<file path="config.mk">
export PLATFORM = sky130hd
export DESIGN_NAME = uht_host_xact
export DESIGN_NICKNAME = d
export VERILOG_FILES = /design/src/hdl/uht_pkg.sv /design/src/hdl/uht_timer.sv /design/src/hdl/uht_len_check.sv /design/src/hdl/uht_host_xact.sv
export SDC_FILE = /design/constraint.sdc
export NUM_CORES = 1
export LEC_CHECK = 0
export BUFFER_PORTS_ARGS = -buffer_cell sky130_fd_sc_hd__buf_2
export CORE_ASPECT_RATIO = 0.9
export CORE_UTILIZATION = 48
export DETAILED_ROUTE_END_ITERATION = 10
export PLACE_DENSITY_LB_ADDON = 0.3
export REMOVE_ABC_BUFFERS = 1
export SLEW_MARGIN = 20
export SYNTH_ARGS = -nofsm -noshare
export SYNTH_HDL_FRONTEND = slang
export SYNTH_SLANG_ARGS = --single-unit
</file>
<file path="constraint.sdc">
create_clock -name CLK -period 2.83 [get_ports CLK]
set_input_delay 0.283 -clock CLK [delete_from_list [all_inputs] [get_ports CLK]]
set_output_delay 0.283 -clock CLK [all_outputs]
set_load 0.005 [all_outputs]
</file>
<file path="src/hdl/uht_pkg.sv">
// Purpose: Shared constants for the USB host transaction control block
// Assumes: APB with 32-bit data, one aligned word per register
// Notes: Register indices are kept as printed; byte address is four times the index
package uht_pkg;

	localparam int ADDR_W = 18;

	// Register indices and byte addresses
	localparam int IDX_CTRL = 32'h0000_C080;
	localparam int IDX_BUFP = 32'h0000_C082;
	localparam int IDX_CNT = 32'h0000_C084;
	localparam int IDX_RES = 32'h0000_C086;
	localparam logic [ADDR_W-1:0] ADDR_CTRL = ADDR_W'(IDX_CTRL * 4);
	localparam logic [ADDR_W-1:0] ADDR_BUFP = ADDR_W'(IDX_BUFP * 4);
	localparam logic [ADDR_W-1:0] ADDR_CNT = ADDR_W'(IDX_CNT * 4);
	localparam logic [ADDR_W-1:0] ADDR_RES = ADDR_W'(IDX_RES * 4);

	// Transaction control bits
	localparam int CTL_PRE = 7;
	localparam int CTL_SEQ = 6;
	localparam int CTL_SYNC = 5;
	localparam int CTL_ISO = 4;
	localparam int CTL_ARM = 0;

	// Byte count and port fields
	localparam int CNT_W = 10;
	localparam int CNT_PORT = 14;
	localparam int RXLEN_W = 11;

	// Result bits
	localparam int ST_OVF = 11;
	localparam int ST_UNF = 10;
	localparam int ST_STALL = 7;
	localparam int ST_NAK = 6;
	localparam int ST_LEN = 5;
	localparam int ST_SEQ = 3;
	localparam int ST_TMO = 2;
	localparam int ST_ERR = 1;
	localparam int ST_ACK = 0;

	// Token select fields
	localparam int TOK_CODE_LSB = 4;
	localparam int TOK_EP_LSB = 0;

	// Packet identifier codes
	localparam logic [3:0] CODE_SETUP = 4'hD;
	localparam logic [3:0] CODE_IN = 4'h9;
	localparam logic [3:0] CODE_OUT = 4'h1;
	localparam logic [3:0] CODE_SOF = 4'h5;
	localparam logic [3:0] CODE_PRE = 4'hC;
	localparam logic [3:0] CODE_ACK = 4'h2;
	localparam logic [3:0] CODE_NAK = 4'hA;
	localparam logic [3:0] CODE_STALL = 4'hE;
	localparam logic [3:0] CODE_DATA0 = 4'h3;
	localparam logic [3:0] CODE_DATA1 = 4'hB;

	// Answer timeout
	localparam int CLK_NS = 20;
	localparam int RESP_TIMEOUT_NS = 1500;
	localparam int TIMEOUT_CYC = RESP_TIMEOUT_NS / CLK_NS;

endpackage

</file>
<file path="src/hdl/uht_timer.sv">
// Purpose: Answer timeout counter
// Assumes: run stays high for the whole wait
// Notes: Clears whenever run drops
`timescale 1ns/10ps
module uht_timer #(
	parameter int LIMIT = uht_pkg::TIMEOUT_CYC,
	parameter int W = 8
) (
	// Clock and reset
	input wire logic clk,
	input wire logic rst,
	// Control
	input wire logic run,
	output logic expired
);
	typedef struct packed {
		logic [W-1:0] cnt;
	} uht_tmr_t;

	uht_tmr_t r;
	uht_tmr_t next_r;

	always_comb begin
		next_r = r;
		if (!run) begin
			next_r.cnt = '0;
		end else if (!expired) begin
			next_r.cnt = r.cnt + W'(1);
		end
	end

	assign expired = run && (r.cnt == W'(LIMIT - 1));

	always_ff @(posedge clk or posedge rst) begin
		if (rst) begin
			r <= '0;
		end else begin
			r <= next_r;
		end
	end
endmodule

</file>
<file path="src/hdl/uht_len_check.sv">
// Purpose: Compares received length with programmed byte count
// Assumes: Lengths in bytes
// Notes: Purely combinational
`timescale 1ns/10ps
module uht_len_check (
	// Lengths
	input wire logic [uht_pkg::CNT_W-1:0] count,
	input wire logic [uht_pkg::RXLEN_W-1:0] rx_len,
	// Results
	output logic over,
	output logic under
);
	logic [uht_pkg::RXLEN_W-1:0] cnt_ext;

	assign cnt_ext = {1'b0, count};
	assign over = rx_len > cnt_ext;
	assign under = rx_len < cnt_ext;
endmodule

</file>
<file path="src/hdl/uht_host_xact.sv">
// Purpose: Host transaction control for one serial interface engine
// Assumes: Packet layer sends packets and reports received ones
// Notes: APB slave, PREADY always high, read data from setup cycle
//
// Implementation choice: the APB slave port.
`timescale 1ns/10ps
module uht_host_xact #(
	parameter int TIMEOUT_CYC = uht_pkg::TIMEOUT_CYC
) (
	// Clock and reset
	input wire logic CLK,
	input wire logic RST,
	// APB slave
	input wire logic [uht_pkg::ADDR_W-1:0] PADDR,
	input wire logic PSEL,
	input wire logic PENABLE,
	input wire logic PWRITE,
	input wire logic [31:0] PWDATA,
	output logic [31:0] PRDATA,
	output logic PREADY,
	output logic PSLVERR,
	// Packet send request
	output logic PKT_VALID,
	input wire logic PKT_READY,
	output logic [3:0] PKT_CODE,
	output logic [3:0] PKT_EP,
	output logic PKT_PORT_B,
	output logic [15:0] PKT_BUF,
	output logic [uht_pkg::CNT_W-1:0] PKT_LEN,
	// Received packet report
	input wire logic RX_VALID,
	input wire logic [3:0] RX_CODE,
	input wire logic [uht_pkg::RXLEN_W-1:0] RX_LEN,
	input wire logic RX_ERR,
	// Line state and busy flag
	input wire logic LOW_SPEED,
	input wire logic FRAME_MARK,
	output logic BUSY
);
	typedef enum logic [2:0] {S_IDLE, S_SYNC, S_SEND, S_WAIT} uht_state_t;
	typedef enum logic [1:0] {PH_TOKEN, PH_DATA, PH_HSK} uht_phase_t;

	typedef struct packed {
		logic pre;
		logic seq;
		logic sync;
		logic iso;
		logic arm;
		logic [15:0] bufp;
		logic port_b;
		logic [uht_pkg::CNT_W-1:0] cnt;
		logic [3:0] tok_code;
		logic [3:0] tok_ep;
		logic [15:0] status;
		logic [31:0] prdata;
		uht_state_t state;
		uht_phase_t phase;
		logic pre_pend;
		logic [3:0] code;
		logic rx_seq;
		logic ovf;
		logic unf;
	} uht_regs_t;

	uht_regs_t r;
	uht_regs_t next_r;
	logic fin;
	logic wr_en;
	logic mapped;
	logic tmo;
	logic over;
	logic under;
	logic is_in;

	function automatic logic [15:0] mk_status(input logic stall, input logic nak,
		input logic ovf, input logic unf, input logic seq, input logic to,
		input logic err, input logic ack);
		logic [15:0] s;
		s = '0;
		s[uht_pkg::ST_STALL] = stall;
		s[uht_pkg::ST_NAK] = nak;
		s[uht_pkg::ST_OVF] = ovf;
		s[uht_pkg::ST_UNF] = unf;
		s[uht_pkg::ST_LEN] = ovf | unf;
		s[uht_pkg::ST_SEQ] = seq & ~err;
		s[uht_pkg::ST_TMO] = to;
		s[uht_pkg::ST_ERR] = err;
		s[uht_pkg::ST_ACK] = ack;
		return s;
	endfunction

	uht_timer #(
		.LIMIT(TIMEOUT_CYC),
		.W(16)
	) u_timer (
		.clk(CLK),
		.rst(RST),
		.run(r.state == S_WAIT),
		.expired(tmo)
	);

	uht_len_check u_len (
		.count(r.cnt),
		.rx_len(RX_LEN),
		.over(over),
		.under(under)
	);

	assign mapped = (PADDR == uht_pkg::ADDR_CTRL) || (PADDR == uht_pkg::ADDR_BUFP) ||
		(PADDR == uht_pkg::ADDR_CNT) || (PADDR == uht_pkg::ADDR_RES);
	assign wr_en = PSEL && PENABLE && PWRITE && mapped;
	assign is_in = (r.tok_code == uht_pkg::CODE_IN);

	always_comb begin
		next_r = r;
		fin = 1'b0;
		// Read data captured in the setup cycle
		if (PSEL && !PENABLE) begin
			next_r.prdata = '0;
			unique case (PADDR)
				uht_pkg::ADDR_CTRL: begin
					next_r.prdata[uht_pkg::CTL_PRE] = r.pre;
					next_r.prdata[uht_pkg::CTL_SEQ] = r.seq;
					next_r.prdata[uht_pkg::CTL_SYNC] = r.sync;
					next_r.prdata[uht_pkg::CTL_ISO] = r.iso;
					next_r.prdata[uht_pkg::CTL_ARM] = r.arm;
				end
				uht_pkg::ADDR_BUFP: begin
					next_r.prdata[15:0] = r.bufp;
				end
				uht_pkg::ADDR_CNT: begin
					next_r.prdata[uht_pkg::CNT_PORT] = r.port_b;
					next_r.prdata[uht_pkg::CNT_W-1:0] = r.cnt;
				end
				uht_pkg::ADDR_RES: begin
					next_r.prdata[15:0] = r.status;
				end
				default: begin
					next_r.prdata = '0;
				end
			endcase
		end
		// Register writes
		if (wr_en) begin
			unique case (PADDR)
				uht_pkg::ADDR_CTRL: begin
					next_r.pre = PWDATA[uht_pkg::CTL_PRE];
					next_r.seq = PWDATA[uht_pkg::CTL_SEQ];
					next_r.sync = PWDATA[uht_pkg::CTL_SYNC];
					next_r.iso = PWDATA[uht_pkg::CTL_ISO];
					if (r.state == S_IDLE) begin
						next_r.arm = PWDATA[uht_pkg::CTL_ARM];
					end
				end
				uht_pkg::ADDR_BUFP: begin
					next_r.bufp = PWDATA[15:0];
				end
				// count and port, never cleared by mode
				uht_pkg::ADDR_CNT: begin
					next_r.port_b = PWDATA[uht_pkg::CNT_PORT];
					next_r.cnt = PWDATA[uht_pkg::CNT_W-1:0];
				end
				uht_pkg::ADDR_RES: begin
					next_r.tok_code = PWDATA[uht_pkg::TOK_CODE_LSB +: 4];
					next_r.tok_ep = PWDATA[uht_pkg::TOK_EP_LSB +: 4];
				end
				default: begin
					next_r.tok_ep = r.tok_ep;
				end
			endcase
		end
		// Transaction sequencer
		unique case (r.state)
			S_IDLE: begin
				if (r.arm) begin
					next_r.phase = PH_TOKEN;
					next_r.rx_seq = 1'b0;
					next_r.ovf = 1'b0;
					next_r.unf = 1'b0;
					if (r.sync) begin
						next_r.state = S_SYNC;
					end else begin
						next_r.state = S_SEND;
						next_r.pre_pend = r.pre && LOW_SPEED;
						next_r.code = (r.pre && LOW_SPEED) ? uht_pkg::CODE_PRE : r.tok_code;
					end
				end
			end
			S_SYNC: begin
				if (FRAME_MARK) begin
					next_r.state = S_SEND;
					next_r.pre_pend = r.pre && LOW_SPEED;
					next_r.code = (r.pre && LOW_SPEED) ? uht_pkg::CODE_PRE : r.tok_code;
				end
			end
			S_SEND: begin
				if (PKT_READY) begin
					if (r.pre_pend) begin
						next_r.pre_pend = 1'b0;
						unique case (r.phase)
							PH_TOKEN: next_r.code = r.tok_code;
							PH_DATA: next_r.code = r.seq ? uht_pkg::CODE_DATA1 :
								uht_pkg::CODE_DATA0;
							PH_HSK: next_r.code = uht_pkg::CODE_ACK;
						endcase
					end else begin
						unique case (r.phase)
							PH_TOKEN: begin
								if (is_in) begin
									next_r.state = S_WAIT;
								end else begin
									next_r.phase = PH_DATA;
									next_r.pre_pend = r.pre && LOW_SPEED;
									next_r.code = (r.pre && LOW_SPEED) ? uht_pkg::CODE_PRE :
										(r.seq ? uht_pkg::CODE_DATA1 : uht_pkg::CODE_DATA0);
								end
							end
							PH_DATA: begin
								if (r.iso) begin
									fin = 1'b1;
									next_r.status = mk_status(1'b0, 1'b0, 1'b0, 1'b0, 1'b0,
										1'b0, 1'b0, 1'b1);
								end else begin
									next_r.state = S_WAIT;
								end
							end
							PH_HSK: begin
								fin = 1'b1;
								next_r.status = mk_status(1'b0, 1'b0, r.ovf, r.unf, r.rx_seq,
									1'b0, 1'b0, 1'b1);
							end
						endcase
					end
				end
			end
			S_WAIT: begin
				if (RX_VALID) begin
					if (RX_CODE == uht_pkg::CODE_STALL) begin
						fin = 1'b1;
						next_r.status = mk_status(1'b1, 1'b0, 1'b0, 1'b0, 1'b0, 1'b0, 1'b0, 1'b0);
					end else if (RX_CODE == uht_pkg::CODE_NAK) begin
						fin = 1'b1;
						next_r.status = mk_status(1'b0, 1'b1, 1'b0, 1'b0, 1'b0, 1'b0, 1'b0, 1'b0);
					end else if (!is_in && RX_CODE == uht_pkg::CODE_ACK && !RX_ERR) begin
						fin = 1'b1;
						next_r.status = mk_status(1'b0, 1'b0, 1'b0, 1'b0, 1'b0, 1'b0, 1'b0, 1'b1);
					end else if (is_in && !RX_ERR && (RX_CODE == uht_pkg::CODE_DATA0 ||
						RX_CODE == uht_pkg::CODE_DATA1)) begin
						if (r.iso) begin
							fin = 1'b1;
							next_r.status = mk_status(1'b0, 1'b0, over, under, RX_CODE[3],
								1'b0, 1'b0, 1'b1);
						end else begin
							next_r.rx_seq = RX_CODE[3];
							next_r.ovf = over;
							next_r.unf = under;
							next_r.phase = PH_HSK;
							next_r.state = S_SEND;
							next_r.pre_pend = r.pre && LOW_SPEED;
							next_r.code = (r.pre && LOW_SPEED) ? uht_pkg::CODE_PRE :
								uht_pkg::CODE_ACK;
						end
					end else begin
						fin = 1'b1;
						next_r.status = mk_status(1'b0, 1'b0, 1'b0, 1'b0, 1'b0, 1'b0, 1'b1, 1'b0);
					end
				end else if (tmo) begin
					fin = 1'b1;
					next_r.status = mk_status(1'b0, 1'b0, 1'b0, 1'b0, 1'b0, 1'b1, 1'b0, 1'b0);
				end
			end
		endcase
		if (fin) begin
			next_r.arm = 1'b0;
			next_r.state = S_IDLE;
			next_r.pre_pend = 1'b0;
		end
	end

	always_ff @(posedge CLK or posedge RST) begin
		if (RST) begin
			r <= '0;
		end else begin
			r <= next_r;
		end
	end

	// Outputs
	assign PRDATA = r.prdata;
	assign PREADY = 1'b1;
	assign PSLVERR = PSEL && PENABLE && !mapped;
	assign PKT_VALID = (r.state == S_SEND);
	assign PKT_CODE = r.code;
	assign PKT_EP = r.tok_ep;
	assign PKT_PORT_B = r.port_b;
	assign PKT_BUF = r.bufp;
	assign PKT_LEN = r.cnt;
	assign BUSY = (r.state != S_IDLE);

	// Checks
	property p_pre_first;
		@(posedge CLK) disable iff (RST)
		(r.state == S_IDLE && r.arm && !r.sync && r.pre && LOW_SPEED) |=>
			PKT_VALID && PKT_CODE == uht_pkg::CODE_PRE;
	endproperty
	a_pre_first: assert property (p_pre_first) else $error("No preamble before packet");

	property p_toggle;
		@(posedge CLK) disable iff (RST)
		(PKT_VALID && r.phase == PH_DATA && !r.pre_pend) |->
			PKT_CODE == (r.seq ? uht_pkg::CODE_DATA1 : uht_pkg::CODE_DATA0);
	endproperty
	a_toggle: assert property (p_toggle) else $error("Wrong data toggle sent");

	property p_sync_hold;
		@(posedge CLK) disable iff (RST)
		(r.state == S_SYNC && !FRAME_MARK) |=> !PKT_VALID;
	endproperty
	a_sync_hold: assert property (p_sync_hold) else $error("Sent before frame marker");

	property p_arm_clear;
		@(posedge CLK) disable iff (RST)
		fin |=> !r.arm && r.state == S_IDLE && !$stable(r.arm);
	endproperty
	a_arm_clear: assert property (p_arm_clear) else $error("Arm not cleared at end");

	property p_err_seq;
		@(posedge CLK) disable iff (RST)
		(r.state == S_WAIT && RX_VALID && RX_ERR && RX_CODE != uht_pkg::CODE_STALL &&
			RX_CODE != uht_pkg::CODE_NAK) |=>
			r.status[uht_pkg::ST_ERR] && !r.status[uht_pkg::ST_SEQ];
	endproperty
	a_err_seq: assert property (p_err_seq) else $error("Sequence set with error");

	property p_len_exc;
		@(posedge CLK) disable iff (RST)
		(r.state == S_WAIT && RX_VALID && is_in && !RX_ERR && RX_LEN != {1'b0, r.cnt} &&
			(RX_CODE == uht_pkg::CODE_DATA0 || RX_CODE == uht_pkg::CODE_DATA1)) |=>
			r.ovf || r.unf || r.status[uht_pkg::ST_LEN];
	endproperty
	a_len_exc: assert property (p_len_exc) else $error("Length exception mismatch");

	property p_timeout;
		@(posedge CLK) disable iff (RST)
		(r.state == S_WAIT && !RX_VALID) [*8] ##1 (r.state == S_WAIT) |->
			##[0:200] (r.state == S_IDLE);
	endproperty
	a_timeout: assert property (p_timeout) else $error("Wait never timed out");

	property p_stall;
		@(posedge CLK) disable iff (RST)
		(r.state == S_WAIT && RX_VALID && RX_CODE == uht_pkg::CODE_STALL) |=>
			r.status[uht_pkg::ST_STALL] && !r.status[uht_pkg::ST_ACK] && !r.arm;
	endproperty
	a_stall: assert property (p_stall) else $error("Stall not reported");

	property p_nak;
		@(posedge CLK) disable iff (RST)
		(r.state == S_WAIT && RX_VALID && RX_CODE == uht_pkg::CODE_NAK) |=>
			r.status[uht_pkg::ST_NAK] && !r.status[uht_pkg::ST_STALL];
	endproperty
	a_nak: assert property (p_nak) else $error("NAK not reported");

	c_ack_done: cover property (@(posedge CLK) disable iff (RST)
		fin ##1 r.status[uht_pkg::ST_ACK]);
	c_timeout: cover property (@(posedge CLK) disable iff (RST)
		fin ##1 r.status[uht_pkg::ST_TMO]);
	c_preamble: cover property (@(posedge CLK) disable iff (RST)
		PKT_VALID && PKT_READY && PKT_CODE == uht_pkg::CODE_PRE);
endmodule

</file>
; Word-level counts from Yosys, hierarchy flattened
; Index checks and enable logic that the tools add are counted.
[classes]
addsub = 1
magnitude_cmp = 2
n_eq_ne = 50
muxes = 70
n_bitwise = 2
n_reduce_logical = 39
[op_table]
columns = cell, n
row1 = $mux W16, 13
row2 = $mux W13, 7
row3 = $eq A18 B18 Y1 const B, 4
row4 = $pmux W16 S2, 2
row5 = $mux W36, 1
row6 = $ne A3 B3 Y1 const B, 12
row7 = $mux W4, 6
row8 = $ne A2 B2 Y1 const B, 12
row9 = $reduce_and A12 Y1, 2
row10 = $mux W5, 4
row11 = $pmux W5 S4, 1
row12 = $add A16 B1 Y16 const B, 1
row13 = $eq A16 B7 Y1 const B, 1
row14 = $eq A4 B4 Y1 const B, 4
row15 = $pmux W4 S4, 1
row16 = $mux W7, 2
row17 = $mux W1, 13
row18 = $reduce_and A13 Y1, 1
row19 = $mux W3, 4
row20 = $pmux W2 S3, 2
row21 = $pmux W3 S2, 2
row22 = $pmux W3 S4, 1
row23 = $pmux W4 S3, 1
row24 = $gt A11 B10 Y1, 1
row25 = other kinds (33), 66
[word_totals]
regBits = 101
inputBits = 75
out_inout_bits = 71
elab_cells = 184

; Longest topological paths before layout
[logic_depth]
word_depth = 11
depth_mapped = 8
depth_no_buf = 7

; Hierarchy
; Synthesis repeated with hierarchy kept, for this count alone.
[hier_totals]
hier_cells = 525
hier_area_um2 = 5669.2
[modules_own_cells]
columns = mod, n_inst, cells_each, area_per_inst_um2, seq_area_each_um2
row1 = uht_host_xact, 1, 396, 4504.3, 1926.8
row2 = uht_timer, 1, 94, 898.4, 400.4
row3 = uht_len_check, 1, 35, 266.5, 0.0

; Worst setup path after synthesis
; No wires, ideal clock.
[synth_timing]
kind = reg-to-reg
start = reg r[8] (netlist bit)
end = reg r[11] (netlist bit)
setup_time_ns = 0.121
t_arrival_ns = 1.757
setup_slack_ns = 0.952
stages_incl_launch_ff = 9
n_path_buf = 1
synth_period_minus_slack_ns = 1.878
path_cell_list = dfrtp_1 -> inv_1 -> ha_1 -> clkbuf_1 -> nor2_1 -> a2111oi_0 -> o21ai_0 -> mux2_2 -> a22o_1
[synth_via]
elab_chain_len = 7
word_cells_on_any_way = 26
classes_between = 15 x eq/ne / 9 x mux / 2 x reduce/logical
[synth_lines]
columns = item, line_no
row1 = start: declaration, uht_host_xact.sv:65  ; uht_regs_t r;
row2 = start signal: assignment, uht_host_xact.sv:284  ; r <= next_r;
row3 = $eq A2 B2 Y1 / $eq A2 B1 Y1 (equally long branches), uht_host_xact.sv:207  ; unique case (r.phase)
row4 = $pmux W1 S2, uht_host_xact.sv:207
row5 = $mux W1, uht_host_xact.sv:198  ; if (r.pre_pend) begin
row6 = $mux W1, uht_host_xact.sv:197  ; if (PKT_READY) begin
row7 = $pmux W1 S2, uht_host_xact.sv:173  ; unique case (r.state)
row8 = $ne A4 B1 Y1 (no source line) (tied with other cells), -
row9 = $reduce_and A13 Y1 (no source line), -
; Parallel ways exist; a longest one is shown, timed or not. The select of a mux whose other input is x is not followed.
; A chain may end at the register's enable or synchronous reset.

; Worst setup path after layout
[layout_timing]
start = reg u_timer.r[12] (netlist bit)
end = reg r[47] (netlist bit)
[layout_via]
elab_chain_len = 4
[layout_lines]
columns = item, line_no
row1 = start: declaration, uht_timer.sv:20  ; uht_tmr_t r;
row2 = start signal: assignment, uht_timer.sv:38  ; r <= next_r;
row3 = $eq A16 B7 Y1, uht_timer.sv:32  ; assign expired = run && (r.cnt == W'(LIMIT - 1));
row4 = $logic_and A1 B1 Y1, uht_timer.sv:32
row5 = $ne A3 B3 Y1 (no source line), -
row6 = $reduce_and A7 Y1 (no source line), -
; No other way between the ends.

==> impl_metrics.tcl <==
set metrics [dict create \
    crit_type "reg -> reg" \
    cellPowerDensity_mw_per_mm2 634 \
    drt_iter0_markers 110 \
    dieHeight_um 103 \
    whs_ns 0.0115 \
    relSlewSlack_pct 54.3 \
    cts_root_buffer "clkbuf_16" \
    final_cell_mix "112 x buf_2, 93 x dfrtp_1, 40 x nor2_1" \
    p_leak_uw 0.00299 \
    vias 4001 \
    start_util_pct 50.0 \
    reg2reg_slack_ns 0.53 \
    ys_seq_area_share_pct 42.5 \
    viasPerCell 5.33 \
    dp_hpwl_mm 9.36 \
    antenna_cells 0 \
    fin_nets 684 \
    clk_latency_ns 0.34 \
    mostFrequentLayoutCell "buf_2" \
    fillers 971 \
    route.antenna.remaining_nets 0 \
    yosysWarnings 0 \
    min_path_type "in -> async" \
    rsz0062_at_grt "false" \
    dp.cells 735 \
    ioPinCount 146 \
    wl_per_cell_um 16.3 \
    cts_resized 0 \
    cts-buffers-inserted 9 \
    tightestPinTransition_ns 0.676 \
    worstPathMaxFanout 14 \
    avgSynthCellArea_sq_um 10.3 \
    clockBufferDepth 2 \
    maxCapViolCount 0 \
    drc 0 \
    area_growth_pct 10.5 \
    crit_required_ns 3.06 \
    fmax_mhz 435 \
    finalPower_uw 3830 \
    drive_above_1_share_pct 32.7 \
    synthCells 532 \
    yosys_register_bits 93 \
    finalSetupViolations 0 \
    htree_num_levels 3 \
    peakVddDrop_uv 467 \
    grt_pass1_vias 3806 \
    grtUsageTotal_pct 21.2 \
    gp_congestion 0.856 \
    antenna_found_initial 0 \
    maxSlewViolCount 0 \
    fp.coreArea_sq_mm 0.0109 \
    fin_tns_setup_ns 0 \
    min_period_ns 2.30 \
    clkTransAtPathRegs_ns 0.07 \
    async_flop_share_pct 100 \
    dieArea_sq_mm 0.0118 \
    dieWidth_um 115 \
    grt_overflow 0 \
    cts.hold.buffers_added 0 \
    rows 36 \
    dr.pass1.iters 4 \
    cp_cell_sequence "nor4_1, a41oi_1, o22ai_2, mux2_2" \
    status "finished, final reports clean" \
    postRouteWirelength_mm 12.2 \
    ys.flop_type "dfrtp_1" \
    start_kind "flop" \
    post_cts_buffers 0 \
    finClkSkew_ns 0.00860 \
    endpoint_kind "flop" \
    syn_area_sq_mm 0.00547 \
    fin_crit_sh_pct 81.2 \
    numClockSinks 93 \
    grt_max_degree 41 \
    synth_edf_count 0 \
    portBuffers 112 \
    cpPeakStageDelay_ns 0.58 \
    cts_tree "yes" \
    crit_arrival_ns 2.52 \
    grt_pass1_wl_mm 19.1 \
    synth_cell_types 67 \
    fin_cells 751 \
    finalHoldViolCount 0 \
    critPathSlowestCell "o22ai_2" \
]
-- worst paths after layout --
path                       cells past startpoint     startpoint          end
setup / recovery                               4  u_timer.r[12]        r[47]
hold / removal                                 2            RST    PRDATA[5]
setup reg to reg                               4  u_timer.r[12]        r[47]
hold reg to reg                                2     PRDATA[13]   PRDATA[13]
max in group asynchronous                      3            RST   PKT_BUF[2]
min in group CLK                               2     PWDATA[13]  PKT_BUF[13]
-- critical path, delay by kind of cell, from the launching register on --
kind	cells	cell delay [ns]
AOI/OAI and AO/OA	2	0.91
DFF	1	0.41
muxes	1	0.40
and+or+nand+nor	1	0.46
-- kinds of logic (layout without fill, tap and decap cells) --
logic type	Yosys count	after routing	synth area share, %
flip-flops	93	93	42.5
AND/OR/NAND/NOR	149	149	14.8
adder cells (fa/ha/maj)	15	15	3.43
AO/OA/AOI/OAI	92	92	11.7
XOR/XNOR	14	14	2.24
other	2	17	0.137
buffers and inverters	109	161	12.6
multiplexers	58	58	12.6
-- metal layers --
layer  GRT usage (%)  vias up  share of wire, %
met3            4.08       25               4.4
met5               0        -                 0
met1            28.9     1939                46
li1                -     1924                 -
met2            33.5      113                47
met4            8.89        0               2.3
-- synth_stat cells, drive strengths merged (2+ instances only) --
master   n  share of area [%]
clkbuf  11               0.75
nor4     6               0.69
a22o     3               0.48
a211oi   5               0.69
nor2b    4               0.50
xnor2    4               0.64
or3      2               0.23
mux2i    9                1.6
nand2   38                2.6
and4     2               0.32
or2      4               0.50
inv     23                1.6
o21ai   19                1.7
and2     8               0.94
and3     4               0.46
o211ai   3               0.50
dfrtp   93                 43
a211o    2               0.32
buf     75                 10
xor2    10                1.6
mux2    45                9.3
o22ai    6               0.80
a21oi   18                1.6
a22oi    3               0.41
a32oi    3               0.48
nand2b   8                1.1
nor3b    2               0.27
a31oi    4               0.46
nor4b    3               0.71
ha      15                3.4
mux4     4                1.6
nor3     2               0.18
or3b     2               0.37
a41oi    3               0.48
a21o     3               0.41
conb     2               0.14
nand3    9               0.82
nor2    42                3.3
o31ai   12                1.6
nand4    8               0.91
-- sequential cells by signal (all words and copies together), names as in the netlist --
register,flops
PKT_CODE,4
PKT_LEN,10
r,26
PRDATA,16
PKT_BUF,16
u_timer.r,16
PKT_EP,4
PKT_PORT_B,1
-- area by class of cell --
| cell class | count | area (sq um) | share of cell area, % |
|---|---|---|---|
| well taps | 152 | 190 | 3.15 |
| repair buffers | 122 | 636 | 10.5 |
| multi-input cells | 345 | 2510 | 41.6 |
| flip-flops and latches | 93 | 2330 | 38.5 |
| clock inverters | 5 | 35.0 | 0.580 |
| inverters | 23 | 87.6 | 1.45 |
| clock buffers | 11 | 253 | 4.18 |
-- per-stage QoR --
stage	setup slack [ns]	cell area (sq um)	util, %
final	0.533	6040	55.2
after global routing	0.323	6040	55.2
after CTS	0.554	6040	55.2
after detailed placement	0.559	5750	52.6
after global placement	0.629	5750	52.6
after floorplan	0.127	4930	-
-- power breakdown --
group / switching, uW / total [uW] / internal, uW
clock: 503 / 1140 / 641
combinational: 637 / 1110 / 472
sequential: 111 / 1580 / 1460
Note: power is estimated with default switching activity, not from simulation.
